### src/verilog/dbgbc_pkg.sv
package dbgbc_pkg;

    // serial command codes
    localparam logic [7:0] CMD_SHADOW_PC_WRITE = 8'h4F;
    localparam logic [7:0] CMD_BKPT_READ = 8'hE2;
    localparam logic [7:0] CMD_BKPT_WRITE = 8'hC2;
    localparam logic [7:0] CMD_STATUS_READ = 8'hE4;
    localparam logic [7:0] CMD_CONTROL_WRITE = 8'hC4;
    localparam logic [7:0] CMD_BACKGROUND = 8'h90;
    localparam logic [7:0] CMD_GO = 8'h08;
    localparam logic [7:0] CMD_SINGLE_STEP = 8'h10;
    localparam logic [7:0] CMD_STATUS_BYTE_READ = 8'hE1;
    localparam logic [7:0] CMD_STATUS_BYTE_WRITE = 8'hC1;

    // debug_status_control field positions
    localparam int SCR_BGEN = 7;
    localparam int SCR_ACTIVE = 6;
    localparam int SCR_BREAKPOINT_ENABLE = 5;
    localparam int SCR_FTS = 4;
    localparam int SCR_WS = 2;
    localparam int SCR_WSF = 1;

    // reset values
    localparam logic [7:0] SCR_RESET = 8'h00;
    localparam logic [15:0] BKPT_RESET = 16'h0000;
    localparam logic [13:0] SPC_RESET = 14'h0000;

    // timing in clock cycles
    localparam logic [4:0] MEM_DELAY_CYCLES = 5'h10;
    localparam logic [4:0] BIT_MIN_CYCLES = 5'h10;

    typedef enum logic [1:0]
    {
        ST_IDLE = 2'b00,
        ST_STEAL = 2'b01,
        ST_DELAY = 2'b10
    } dbgbc_state_e;

endpackage

### src/verilog/dbgbc_breakpoint.sv
`timescale 1ns/100ps
module dbgbc_breakpoint
(
    // clock and reset
    input wire logic clk,
    input wire logic nrst,
    // settings
    input wire logic enable,
    input wire logic forceSel,
    input wire logic [15:0] matchAddr,
    // cpu side
    input wire logic [13:0] cpuAddr,
    input wire logic cpuAccess,
    input wire logic cpuOpFetch,
    input wire logic cpuTagAtTop,
    input wire logic cpuInstrBoundary,
    // results
    output logic tagMark,
    output logic hit
);
    logic pending_r;
    logic pending_nxt;
    logic tag_r;
    logic tag_nxt;
    logic addrHit;

    always_comb
    begin
        addrHit = (cpuAddr == matchAddr[13:0]); // RULE_02 RULE_23
        pending_nxt = pending_r;
        if (!enable || !forceSel || cpuInstrBoundary)
        begin
            pending_nxt = 1'b0;
        end
        if (enable && forceSel && cpuAccess && addrHit)
        begin
            pending_nxt = 1'b1; // RULE_03
        end
        tag_nxt = enable && !forceSel && cpuOpFetch && addrHit; // RULE_04 RULE_07
        hit = enable && (forceSel ? (pending_r && cpuInstrBoundary) // RULE_03 RULE_06
            : cpuTagAtTop); // RULE_04
    end

    always_ff @(posedge clk or negedge nrst)
    begin
        if (!nrst)
        begin
            pending_r <= 1'b0;
            tag_r <= 1'b0;
        end
        else
        begin
            pending_r <= pending_nxt;
            tag_r <= tag_nxt;
        end
    end

    assign tagMark = tag_r;

endmodule // dbgbc_breakpoint

### src/verilog/dbgbc_bit_guard.sv
`timescale 1ns/100ps
module dbgbc_bit_guard
    import dbgbc_pkg::*;
(
    // clock and reset
    input wire logic clk,
    input wire logic nrst,
    // link bit edges
    input wire logic bitEdge,
    // result
    output logic tooShort
);
    logic [4:0] cnt_r;
    logic [4:0] cnt_nxt;
    logic armed_r;
    logic armed_nxt;
    logic short_r;
    logic short_nxt;

    always_comb
    begin
        cnt_nxt = cnt_r;
        armed_nxt = armed_r;
        short_nxt = 1'b0;
        if (bitEdge)
        begin
            short_nxt = armed_r && (cnt_r < BIT_MIN_CYCLES); // RULE_17
            cnt_nxt = 5'h01;
            armed_nxt = 1'b1;
        end
        else if (cnt_r < BIT_MIN_CYCLES)
        begin
            cnt_nxt = cnt_r + 5'h01;
        end
    end

    always_ff @(posedge clk or negedge nrst)
    begin
        if (!nrst)
        begin
            cnt_r <= 5'h00;
            armed_r <= 1'b0;
            short_r <= 1'b0;
        end
        else
        begin
            cnt_r <= cnt_nxt;
            armed_r <= armed_nxt;
            short_r <= short_nxt;
        end
    end

    assign tooShort = short_r;

endmodule // dbgbc_bit_guard

### src/verilog/dbgbc_cmd_exec.sv
// How it works
// [RULE_01] shadow pc write keeps low 14 bits
// [RULE_02] one breakpoint compares cpu address, 14 bits
// [RULE_03] forced: any access halts at next boundary
// [RULE_04] tagged: tagged opcode halts at queue end
// [RULE_05] host puts tagged breakpoints only on opcodes
// [RULE_06] enable resets low; low blocks all breakpoints
// [RULE_07] select bit: 1 forced, 0 tagged
// [RULE_08] debug registers reachable only by serial commands
// [RULE_09] status/control and breakpoint commands access registers
// [RULE_10] background disabled: entry becomes illegal opcode reset
// [RULE_11] background enable keeps debug clock running
// [RULE_12] background command wakes low-power target
// [RULE_13] go into wait or stop enters it
// [RULE_14] single step completes wait/stop, then halts
// [RULE_15] memory commands steal cycles, no halt
// [RULE_16] memory command waits 16 bus cycles
// [RULE_17] each bit lasts at least 16 clocks
// [RULE_18] register commands answer without delay
// [RULE_19] access meeting low-power entry sets failure bit
// [RULE_20] status byte read returns status, then data
// [RULE_21] status byte write returns one status byte
// [RULE_22] breakpoint read E2, write C2, 16 bits
// [RULE_23] comparator ignores upper two breakpoint bits
`timescale 1ns/100ps
module dbgbc_cmd_exec
(
    // clock and reset
    input wire logic clk,
    input wire logic nrst,
    // decoded commands from the link layer
    input wire logic cmdValid,
    input wire logic [7:0] cmdCode,
    input wire logic [15:0] cmdAddr,
    input wire logic [15:0] cmdData,
    input wire logic bitEdge,
    // answers to the link layer
    output logic cmdReady,
    output logic rspValid,
    output logic [15:0] rspData,
    output logic bitTooShort,
    // cpu status
    input wire logic [13:0] cpuAddr,
    input wire logic cpuAccess,
    input wire logic cpuOpFetch,
    input wire logic cpuTagAtTop,
    input wire logic cpuInstrBoundary,
    input wire logic cpuInLowPower,
    input wire logic cpuEnteringLowPower,
    input wire logic [7:0] memRdata,
    // cpu control
    output logic tagMark,
    output logic cpuHalt,
    output logic bgEnter,
    output logic illegalOpReset,
    output logic lowPowerWake,
    output logic dbgClkKeep,
    output logic shadowPcWrite,
    output logic [13:0] shadowPc,
    // stolen memory cycle
    output logic memStrobe,
    output logic memWrite,
    output logic [15:0] memAddr,
    output logic [7:0] memWdata
);
    import dbgbc_pkg::*;

    dbgbc_state_e state_r;
    dbgbc_state_e state_nxt;
    logic [4:0] delayCnt_r;
    logic [4:0] delayCnt_nxt;
    logic bgEnable_r;
    logic bgEnable_nxt;
    logic breakpoint_enable_r;
    logic breakpoint_enable_nxt;
    logic fts_r;
    logic fts_nxt;
    logic wsf_r;
    logic wsf_nxt;
    logic ws_r;
    logic ws_nxt;
    logic bgActive_r;
    logic bgActive_nxt;
    logic stepping_r;
    logic stepping_nxt;
    logic [15:0] bkpt_r;
    logic [15:0] bkpt_nxt;
    logic [13:0] spc_r;
    logic [13:0] spc_nxt;
    logic spcWr_r;
    logic spcWr_nxt;
    logic ready_r;
    logic ready_nxt;
    logic rspValid_r;
    logic rspValid_nxt;
    logic [15:0] rspData_r;
    logic [15:0] rspData_nxt;
    logic bgEnter_r;
    logic bgEnter_nxt;
    logic illegal_r;
    logic illegal_nxt;
    logic wake_r;
    logic wake_nxt;
    logic clkKeep_r;
    logic clkKeep_nxt;
    logic memStrobe_r;
    logic memStrobe_nxt;
    logic memWrite_r;
    logic memWrite_nxt;
    logic [15:0] memAddr_r;
    logic [15:0] memAddr_nxt;
    logic [7:0] memWdata_r;
    logic [7:0] memWdata_nxt;
    logic [7:0] rdata_r;
    logic [7:0] rdata_nxt;
    logic bpHit;
    logic bgEvent;
    logic accept;
    logic [7:0] scr;

    dbgbc_breakpoint u_breakpoint
    (
        .clk(clk),
        .nrst(nrst),
        .enable(breakpoint_enable_r),
        .forceSel(fts_r),
        .matchAddr(bkpt_r),
        .cpuAddr(cpuAddr),
        .cpuAccess(cpuAccess),
        .cpuOpFetch(cpuOpFetch),
        .cpuTagAtTop(cpuTagAtTop),
        .cpuInstrBoundary(cpuInstrBoundary),
        .tagMark(tagMark),
        .hit(bpHit)
    );

    dbgbc_bit_guard u_bit_guard
    (
        .clk(clk),
        .nrst(nrst),
        .bitEdge(bitEdge),
        .tooShort(bitTooShort)
    );

    always_comb
    begin
        scr = SCR_RESET;
        scr[SCR_BGEN] = bgEnable_r;
        scr[SCR_ACTIVE] = bgActive_r;
        scr[SCR_BREAKPOINT_ENABLE] = breakpoint_enable_r;
        scr[SCR_FTS] = fts_r;
        scr[SCR_WS] = ws_r;
        scr[SCR_WSF] = wsf_r;

        accept = cmdValid && ready_r;
        state_nxt = state_r;
        delayCnt_nxt = delayCnt_r;
        bgEnable_nxt = bgEnable_r;
        breakpoint_enable_nxt = breakpoint_enable_r;
        fts_nxt = fts_r;
        wsf_nxt = wsf_r;
        ws_nxt = cpuInLowPower;
        bgActive_nxt = bgActive_r;
        stepping_nxt = stepping_r;
        bkpt_nxt = bkpt_r;
        spc_nxt = spc_r;
        spcWr_nxt = 1'b0;
        ready_nxt = ready_r;
        rspValid_nxt = 1'b0;
        rspData_nxt = rspData_r;
        bgEnter_nxt = 1'b0;
        illegal_nxt = 1'b0;
        wake_nxt = 1'b0;
        memStrobe_nxt = 1'b0;
        memWrite_nxt = memWrite_r;
        memAddr_nxt = memAddr_r;
        memWdata_nxt = memWdata_r;
        rdata_nxt = rdata_r;
        bgEvent = 1'b0;

        // commands, reachable only through the serial link
        if (accept) // RULE_08
        begin
            unique case (cmdCode)
                CMD_STATUS_READ:
                begin
                    rspData_nxt = {8'h00, scr}; // RULE_09 RULE_18
                    rspValid_nxt = 1'b1;
                    wsf_nxt = 1'b0;
                end
                CMD_CONTROL_WRITE:
                begin
                    bgEnable_nxt = cmdData[SCR_BGEN]; // RULE_09
                    breakpoint_enable_nxt = cmdData[SCR_BREAKPOINT_ENABLE]; // RULE_06
                    fts_nxt = cmdData[SCR_FTS]; // RULE_07
                end
                CMD_BKPT_READ:
                begin
                    rspData_nxt = bkpt_r; // RULE_22 RULE_18
                    rspValid_nxt = 1'b1;
                end
                CMD_BKPT_WRITE:
                begin
                    bkpt_nxt = cmdData; // RULE_22 RULE_09
                end
                CMD_SHADOW_PC_WRITE:
                begin
                    spc_nxt = cmdData[13:0]; // RULE_01
                    spcWr_nxt = 1'b1;
                end
                CMD_BACKGROUND:
                begin
                    bgEvent = !bgActive_r; // RULE_12
                end
                CMD_GO:
                begin
                    if (bgActive_r)
                    begin
                        bgActive_nxt = 1'b0; // RULE_13
                    end
                end
                CMD_SINGLE_STEP:
                begin
                    if (bgActive_r)
                    begin
                        bgActive_nxt = 1'b0;
                        stepping_nxt = 1'b1; // RULE_14
                    end
                end
                CMD_STATUS_BYTE_READ,
                CMD_STATUS_BYTE_WRITE:
                begin
                    memAddr_nxt = cmdAddr; // RULE_16
                    memWdata_nxt = cmdData[7:0];
                    memWrite_nxt = (cmdCode == CMD_STATUS_BYTE_WRITE);
                    memStrobe_nxt = 1'b1; // RULE_15
                    ready_nxt = 1'b0;
                    delayCnt_nxt = 5'h01;
                    state_nxt = ST_STEAL;
                end
                default:
                begin
                    ready_nxt = ready_r;
                end
            endcase
        end

        // stolen cycle and fixed delay
        unique case (state_r)
            ST_IDLE:
            begin
                state_nxt = state_nxt;
            end
            ST_STEAL:
            begin
                rdata_nxt = memRdata;
                if (cpuEnteringLowPower)
                begin
                    wsf_nxt = 1'b1; // RULE_19
                end
                delayCnt_nxt = delayCnt_r + 5'h01;
                state_nxt = ST_DELAY;
            end
            ST_DELAY:
            begin
                delayCnt_nxt = delayCnt_r + 5'h01;
                // answer lands on the 15th edge after the accept edge
                if (delayCnt_r == (MEM_DELAY_CYCLES - 5'h01)) // RULE_16
                begin
                    delayCnt_nxt = 5'h00;
                    state_nxt = ST_IDLE;
                    ready_nxt = 1'b1;
                    rspValid_nxt = 1'b1;
                    if (memWrite_r)
                    begin
                        rspData_nxt = {8'h00, scr}; // RULE_21
                    end
                    else
                    begin
                        rspData_nxt = {scr, rdata_r}; // RULE_20
                    end
                end
            end
            default:
            begin
                state_nxt = ST_IDLE;
                ready_nxt = 1'b1;
            end
        endcase

        // single step ends after one instruction, or in low power
        if (stepping_r && (cpuInstrBoundary || cpuInLowPower))
        begin
            stepping_nxt = 1'b0;
            bgEvent = 1'b1; // RULE_14
        end
        if (bpHit && !bgActive_r)
        begin
            bgEvent = 1'b1; // RULE_03 RULE_04
        end

        // entry into active background
        if (bgEvent)
        begin
            if (bgEnable_r)
            begin
                bgActive_nxt = 1'b1;
                bgEnter_nxt = 1'b1;
                wake_nxt = cpuInLowPower; // RULE_12
            end
            else
            begin
                illegal_nxt = 1'b1; // RULE_10
                stepping_nxt = 1'b0;
            end
        end

        clkKeep_nxt = bgEnable_nxt; // RULE_11
    end

    always_ff @(posedge clk or negedge nrst)
    begin
        if (!nrst)
        begin
            state_r <= ST_IDLE;
            delayCnt_r <= 5'h00;
            bgEnable_r <= 1'b0;
            breakpoint_enable_r <= 1'b0;
            fts_r <= 1'b0;
            wsf_r <= 1'b0;
            ws_r <= 1'b0;
            bgActive_r <= 1'b0;
            stepping_r <= 1'b0;
            bkpt_r <= BKPT_RESET;
            spc_r <= SPC_RESET;
            spcWr_r <= 1'b0;
            ready_r <= 1'b1;
            rspValid_r <= 1'b0;
            rspData_r <= 16'h0000;
            bgEnter_r <= 1'b0;
            illegal_r <= 1'b0;
            wake_r <= 1'b0;
            clkKeep_r <= 1'b0;
            memStrobe_r <= 1'b0;
            memWrite_r <= 1'b0;
            memAddr_r <= 16'h0000;
            memWdata_r <= 8'h00;
            rdata_r <= 8'h00;
        end
        else
        begin
            state_r <= state_nxt;
            delayCnt_r <= delayCnt_nxt;
            bgEnable_r <= bgEnable_nxt;
            breakpoint_enable_r <= breakpoint_enable_nxt;
            fts_r <= fts_nxt;
            wsf_r <= wsf_nxt;
            ws_r <= ws_nxt;
            bgActive_r <= bgActive_nxt;
            stepping_r <= stepping_nxt;
            bkpt_r <= bkpt_nxt;
            spc_r <= spc_nxt;
            spcWr_r <= spcWr_nxt;
            ready_r <= ready_nxt;
            rspValid_r <= rspValid_nxt;
            rspData_r <= rspData_nxt;
            bgEnter_r <= bgEnter_nxt;
            illegal_r <= illegal_nxt;
            wake_r <= wake_nxt;
            clkKeep_r <= clkKeep_nxt;
            memStrobe_r <= memStrobe_nxt;
            memWrite_r <= memWrite_nxt;
            memAddr_r <= memAddr_nxt;
            memWdata_r <= memWdata_nxt;
            rdata_r <= rdata_nxt;
        end
    end

    assign cmdReady = ready_r;
    assign rspValid = rspValid_r;
    assign rspData = rspData_r;
    assign cpuHalt = bgActive_r;
    assign bgEnter = bgEnter_r;
    assign illegalOpReset = illegal_r;
    assign lowPowerWake = wake_r;
    assign dbgClkKeep = clkKeep_r;
    assign shadowPcWrite = spcWr_r;
    assign shadowPc = spc_r;
    assign memStrobe = memStrobe_r;
    assign memWrite = memWrite_r;
    assign memAddr = memAddr_r;
    assign memWdata = memWdata_r;

endmodule // dbgbc_cmd_exec

### config.mk
export PLATFORM = sky130hd
export DESIGN_NAME = dbgbc_cmd_exec
export DESIGN_NICKNAME = d
export VERILOG_FILES = /design/src/verilog/dbgbc_pkg.sv /design/src/verilog/dbgbc_breakpoint.sv /design/src/verilog/dbgbc_bit_guard.sv /design/src/verilog/dbgbc_cmd_exec.sv
export SDC_FILE = /design/constraint.sdc
export NUM_CORES = 1
export LEC_CHECK = 0
export ABC_AREA = 1
export BUFFER_PORTS_ARGS = -buffer_cell sky130_fd_sc_hd__buf_2
export CAP_MARGIN = 40
export CORE_MARGIN = 5
export CORE_UTILIZATION = 53
export CTS_CLUSTER_DIAMETER = 30
export DETAILED_ROUTE_END_ITERATION = 8
export PLACE_DENSITY = 0.9
export REMOVE_ABC_BUFFERS = 1
export SYNTH_ARGS = -nofsm -noshare
export SYNTH_HDL_FRONTEND = slang
export SYNTH_SLANG_ARGS = --single-unit
export TNS_END_PERCENT = 5
### constraint.sdc
create_clock -name clk -period 2.2 [get_ports clk]
set_clock_uncertainty 0.2 [all_clocks]
set_input_delay 0.44 -clock clk [delete_from_list [all_inputs] [get_ports clk]]
set_output_delay 0.44 -clock clk [all_outputs]
set_load 0.02 [all_outputs]
==> out/results.ini <==
[setup_path]
cp_max_fo=37
path_buf_inv=1
end_kind=register
cp_top_family=flip-flops
startpoint_type=register
max_stage_delay_ns=0.40
worstPathCellList=ha_1, nand2_1, nor2_1, ha_1, nand2_1, buf_12, a211oi_1, nor2_1
critPathSlowestCell=dfrtp_1
worstPathRequired_ns=2.24
crit_arrival_ns=2.01
path_class=register to register

[route]
wire_per_inst_um=14.4
viasPerCell=5.10
ant_nets=0
totalWireLength_um=13000
drt_iter0_drc=232
drc=0
drtPass1Iterations=7
num_vias=4594

[cts]
clockBufferDepth=2
cts_sinks=109
clkLatencyLatePin_ns=0.37
cts_resized=0
tritoncts=yes
htreeDepth=3
cts_buffers=9
cts.reportedPaths.clkPinSlew_ns=0.11
cts-root-buf=clkbuf_8

[sta]
maxClockFrequency_mhz=509
hold_ws_ns=0.0201
relSlewSlack=0.704
setup_violations=0
tightestPinTransition_ns=0.444
hold_viol_final=0
min_period_ns=1.97
rsz0062_at_grt=no
slew_violations=0
post-route-period-util=0.893

[logic_synthesis]
ys_top_cells_by_count=184 x nand2_1, 108 x dfrtp_1, 79 x inv_1
synth-seq-area-share=0.515
synth_largest_area_cell=dfrtp_1
synth-edff-count=0
synth.cell_area_um2=5300
synth_seq_cells=109
syn_inst=625
ys_top_cells_by_area=dfrtp_1 51%, nand2_1 13%, inv_1 5.6%, nand3_1 4.7%, nand3_2 3.4%
postSynthAreaPerCell_um2=8.48
synth_warnings=0
synth_top_flop_cell=dfrtp_1
ys_types=38
async_flop_share=1.00
synth_top_area_share=0.510
yosysMostFrequentCell=nand2_1

[floorplan]
pin_count=138
core_area_um2=9770
num_rows=36
die_h_um=110
die_w_um=110
die_area_um2=12100
start_util=0.542

[flow_run]
cap_viol_max_count=0

[grt]
grt_first_pass_wirelength_um=20900
track_usage=0.220
grt-ovfl-total=0
grt_max_degree=50
grt_pass1_vias=4499
antenna_found_initial=0

[final_layout]
fill_cells=831
ff_latch_area_um2=2730
area_delta_synth_final_pct=19.5
fin_util=0.648
layout-drive-gt1-share=0.281
multiInputGateArea_um2=2130
fin_nets=843
diodes=0

[placement]
dpl.hpwl_um=9770
gp_congestion=0.900
port_buffers=137

[pwr]
totalPowerFinal_mw=4.48
p_leak_nw=3.44
peakVddDrop_uv=412
p_per_area_nw_per_um2=708

[status]
status=complete, no violations

[min_path]
hp-class=primary input to register

[stage by stage]
step                      area [um2]  setup slack, ns  setup TNS (ns)  instances
after detailed placement        6130            0.235               0        884
after CTS                       6330            0.217               0        901
after floorplan                 5170           -0.457           -5.51        605
final                           6330            0.234               0        901
after global placement          6130            0.251               0        884
after global routing            6330           0.0344               0        901
[flip-flops by register name, summed over array words and instances, names as in the netlist, 2 cells and up]
name / flops
u_bit_guard.cnt_r: 5
memWdata: 8
state_r: 2
rdata_r: 8
rspData: 16
bkpt_r: 16
memAddr: 16
shadowPc: 14
delayCnt_r: 5
[where the power goes]
group / switching [mW] / internal [mW] / total, mW
sequential: 0.162 / 2.24 / 2.40
combinational: 0.573 / 0.319 / 0.891
clock: 0.693 / 0.494 / 1.19
total: 1.43 / 3.06 / 4.48
[worst reg2reg max path, stage by stage, from the launching register on]
cell	delay, ns
dfrtp_1	0.40
ha_1	0.18
nand2_1	0.07
nor2_1	0.13
ha_1	0.20
nand2_1	0.11
buf_12	0.20
a211oi_1	0.27
nor2_1	0.08
[path summary, 6_finish.rpt]
| check | startpoint | to | slack (ns) | depth (start not counted) |
|---|---|---|---|---|
| worst max-delay path | delayCnt_r[0] | rspData[2] | 0.23 | 8 |
| worst min-delay path | cpuInLowPower | ws_r | 0.02 | 1 |
| worst max register to register | delayCnt_r[0] | rspData[2] | 0.23 | 8 |
| worst min register to register | u_bit_guard.armed_r | u_bit_guard.armed_r | 0.28 | 2 |
| max in group asynchronous | nrst | rspData[13] | 0.86 | 3 |
| min in group asynchronous | nrst | u_bit_guard.cnt_r[3] | 0.33 | 2 |
[routing by layer]
layer | share of wire | GRT usage | wire length (um)
met2 | 0.47 | 0.359 | 6110
met5 | 0 | 0 | 0
met3 | 0.085 | 0.0536 | 1100
met1 | 0.42 | 0.288 | 5410
met4 | 0.028 | 0.0766 | 357
[cells in the final DEF (no fill, tap or decap), types with 2 or more instances in the layout]
master	netlist	layout
a21oi_1	15	15
a211oi_1	2	2
buf_12	0	3
nand3_2	18	18
nor3_1	4	4
dfrtp_1	108	108
nor3_2	2	2
o21ai_1	12	12
nand2_2	5	5
inv_1	79	79
inv_6	0	2
nand4_1	5	5
o21ai_2	16	16
nand2_4	2	2
clkbuf_8	0	11
buf_4	1	7
inv_2	3	3
nor2_1	39	39
nand3_1	50	50
nand2_1	184	184
xnor2_1	2	2
ha_1	8	8
o21ai_0	35	35
nor2_4	2	2
buf_2	6	136
[kinds of logic (layout without fill, tap and decap cells)]
logic type,count (synthesis),count (layout),share of synthesized area
and+or+nand+nor,317,317,0.281
DFF,109,109,0.515
buffers and inverters,103,246,0.0836
AOI/OAI and AO/OA,85,85,0.0968
adders and majority gates,8,8,0.0189
xor gates and xnor gates,3,3,0.00496
[cell type report]
| class | instances | area share |
|---|---|---|
| well taps | 133 | 0.0263 |
| clock inverters | 4 | 0.00593 |
| inverters | 83 | 0.0492 |
| flip-flops and latches | 109 | 0.431 |
| repair buffers | 147 | 0.127 |
| clock buffers | 12 | 0.0245 |
| multi-input cells | 413 | 0.336 |
[repair_timing]
action,in CTS,in global routing
endpoints found under the hold margin,28,0
setup buffers,0,0
hold buffers,1,0
setup endpoints to repair,0,0
Power figures use the tool's default switching activity.
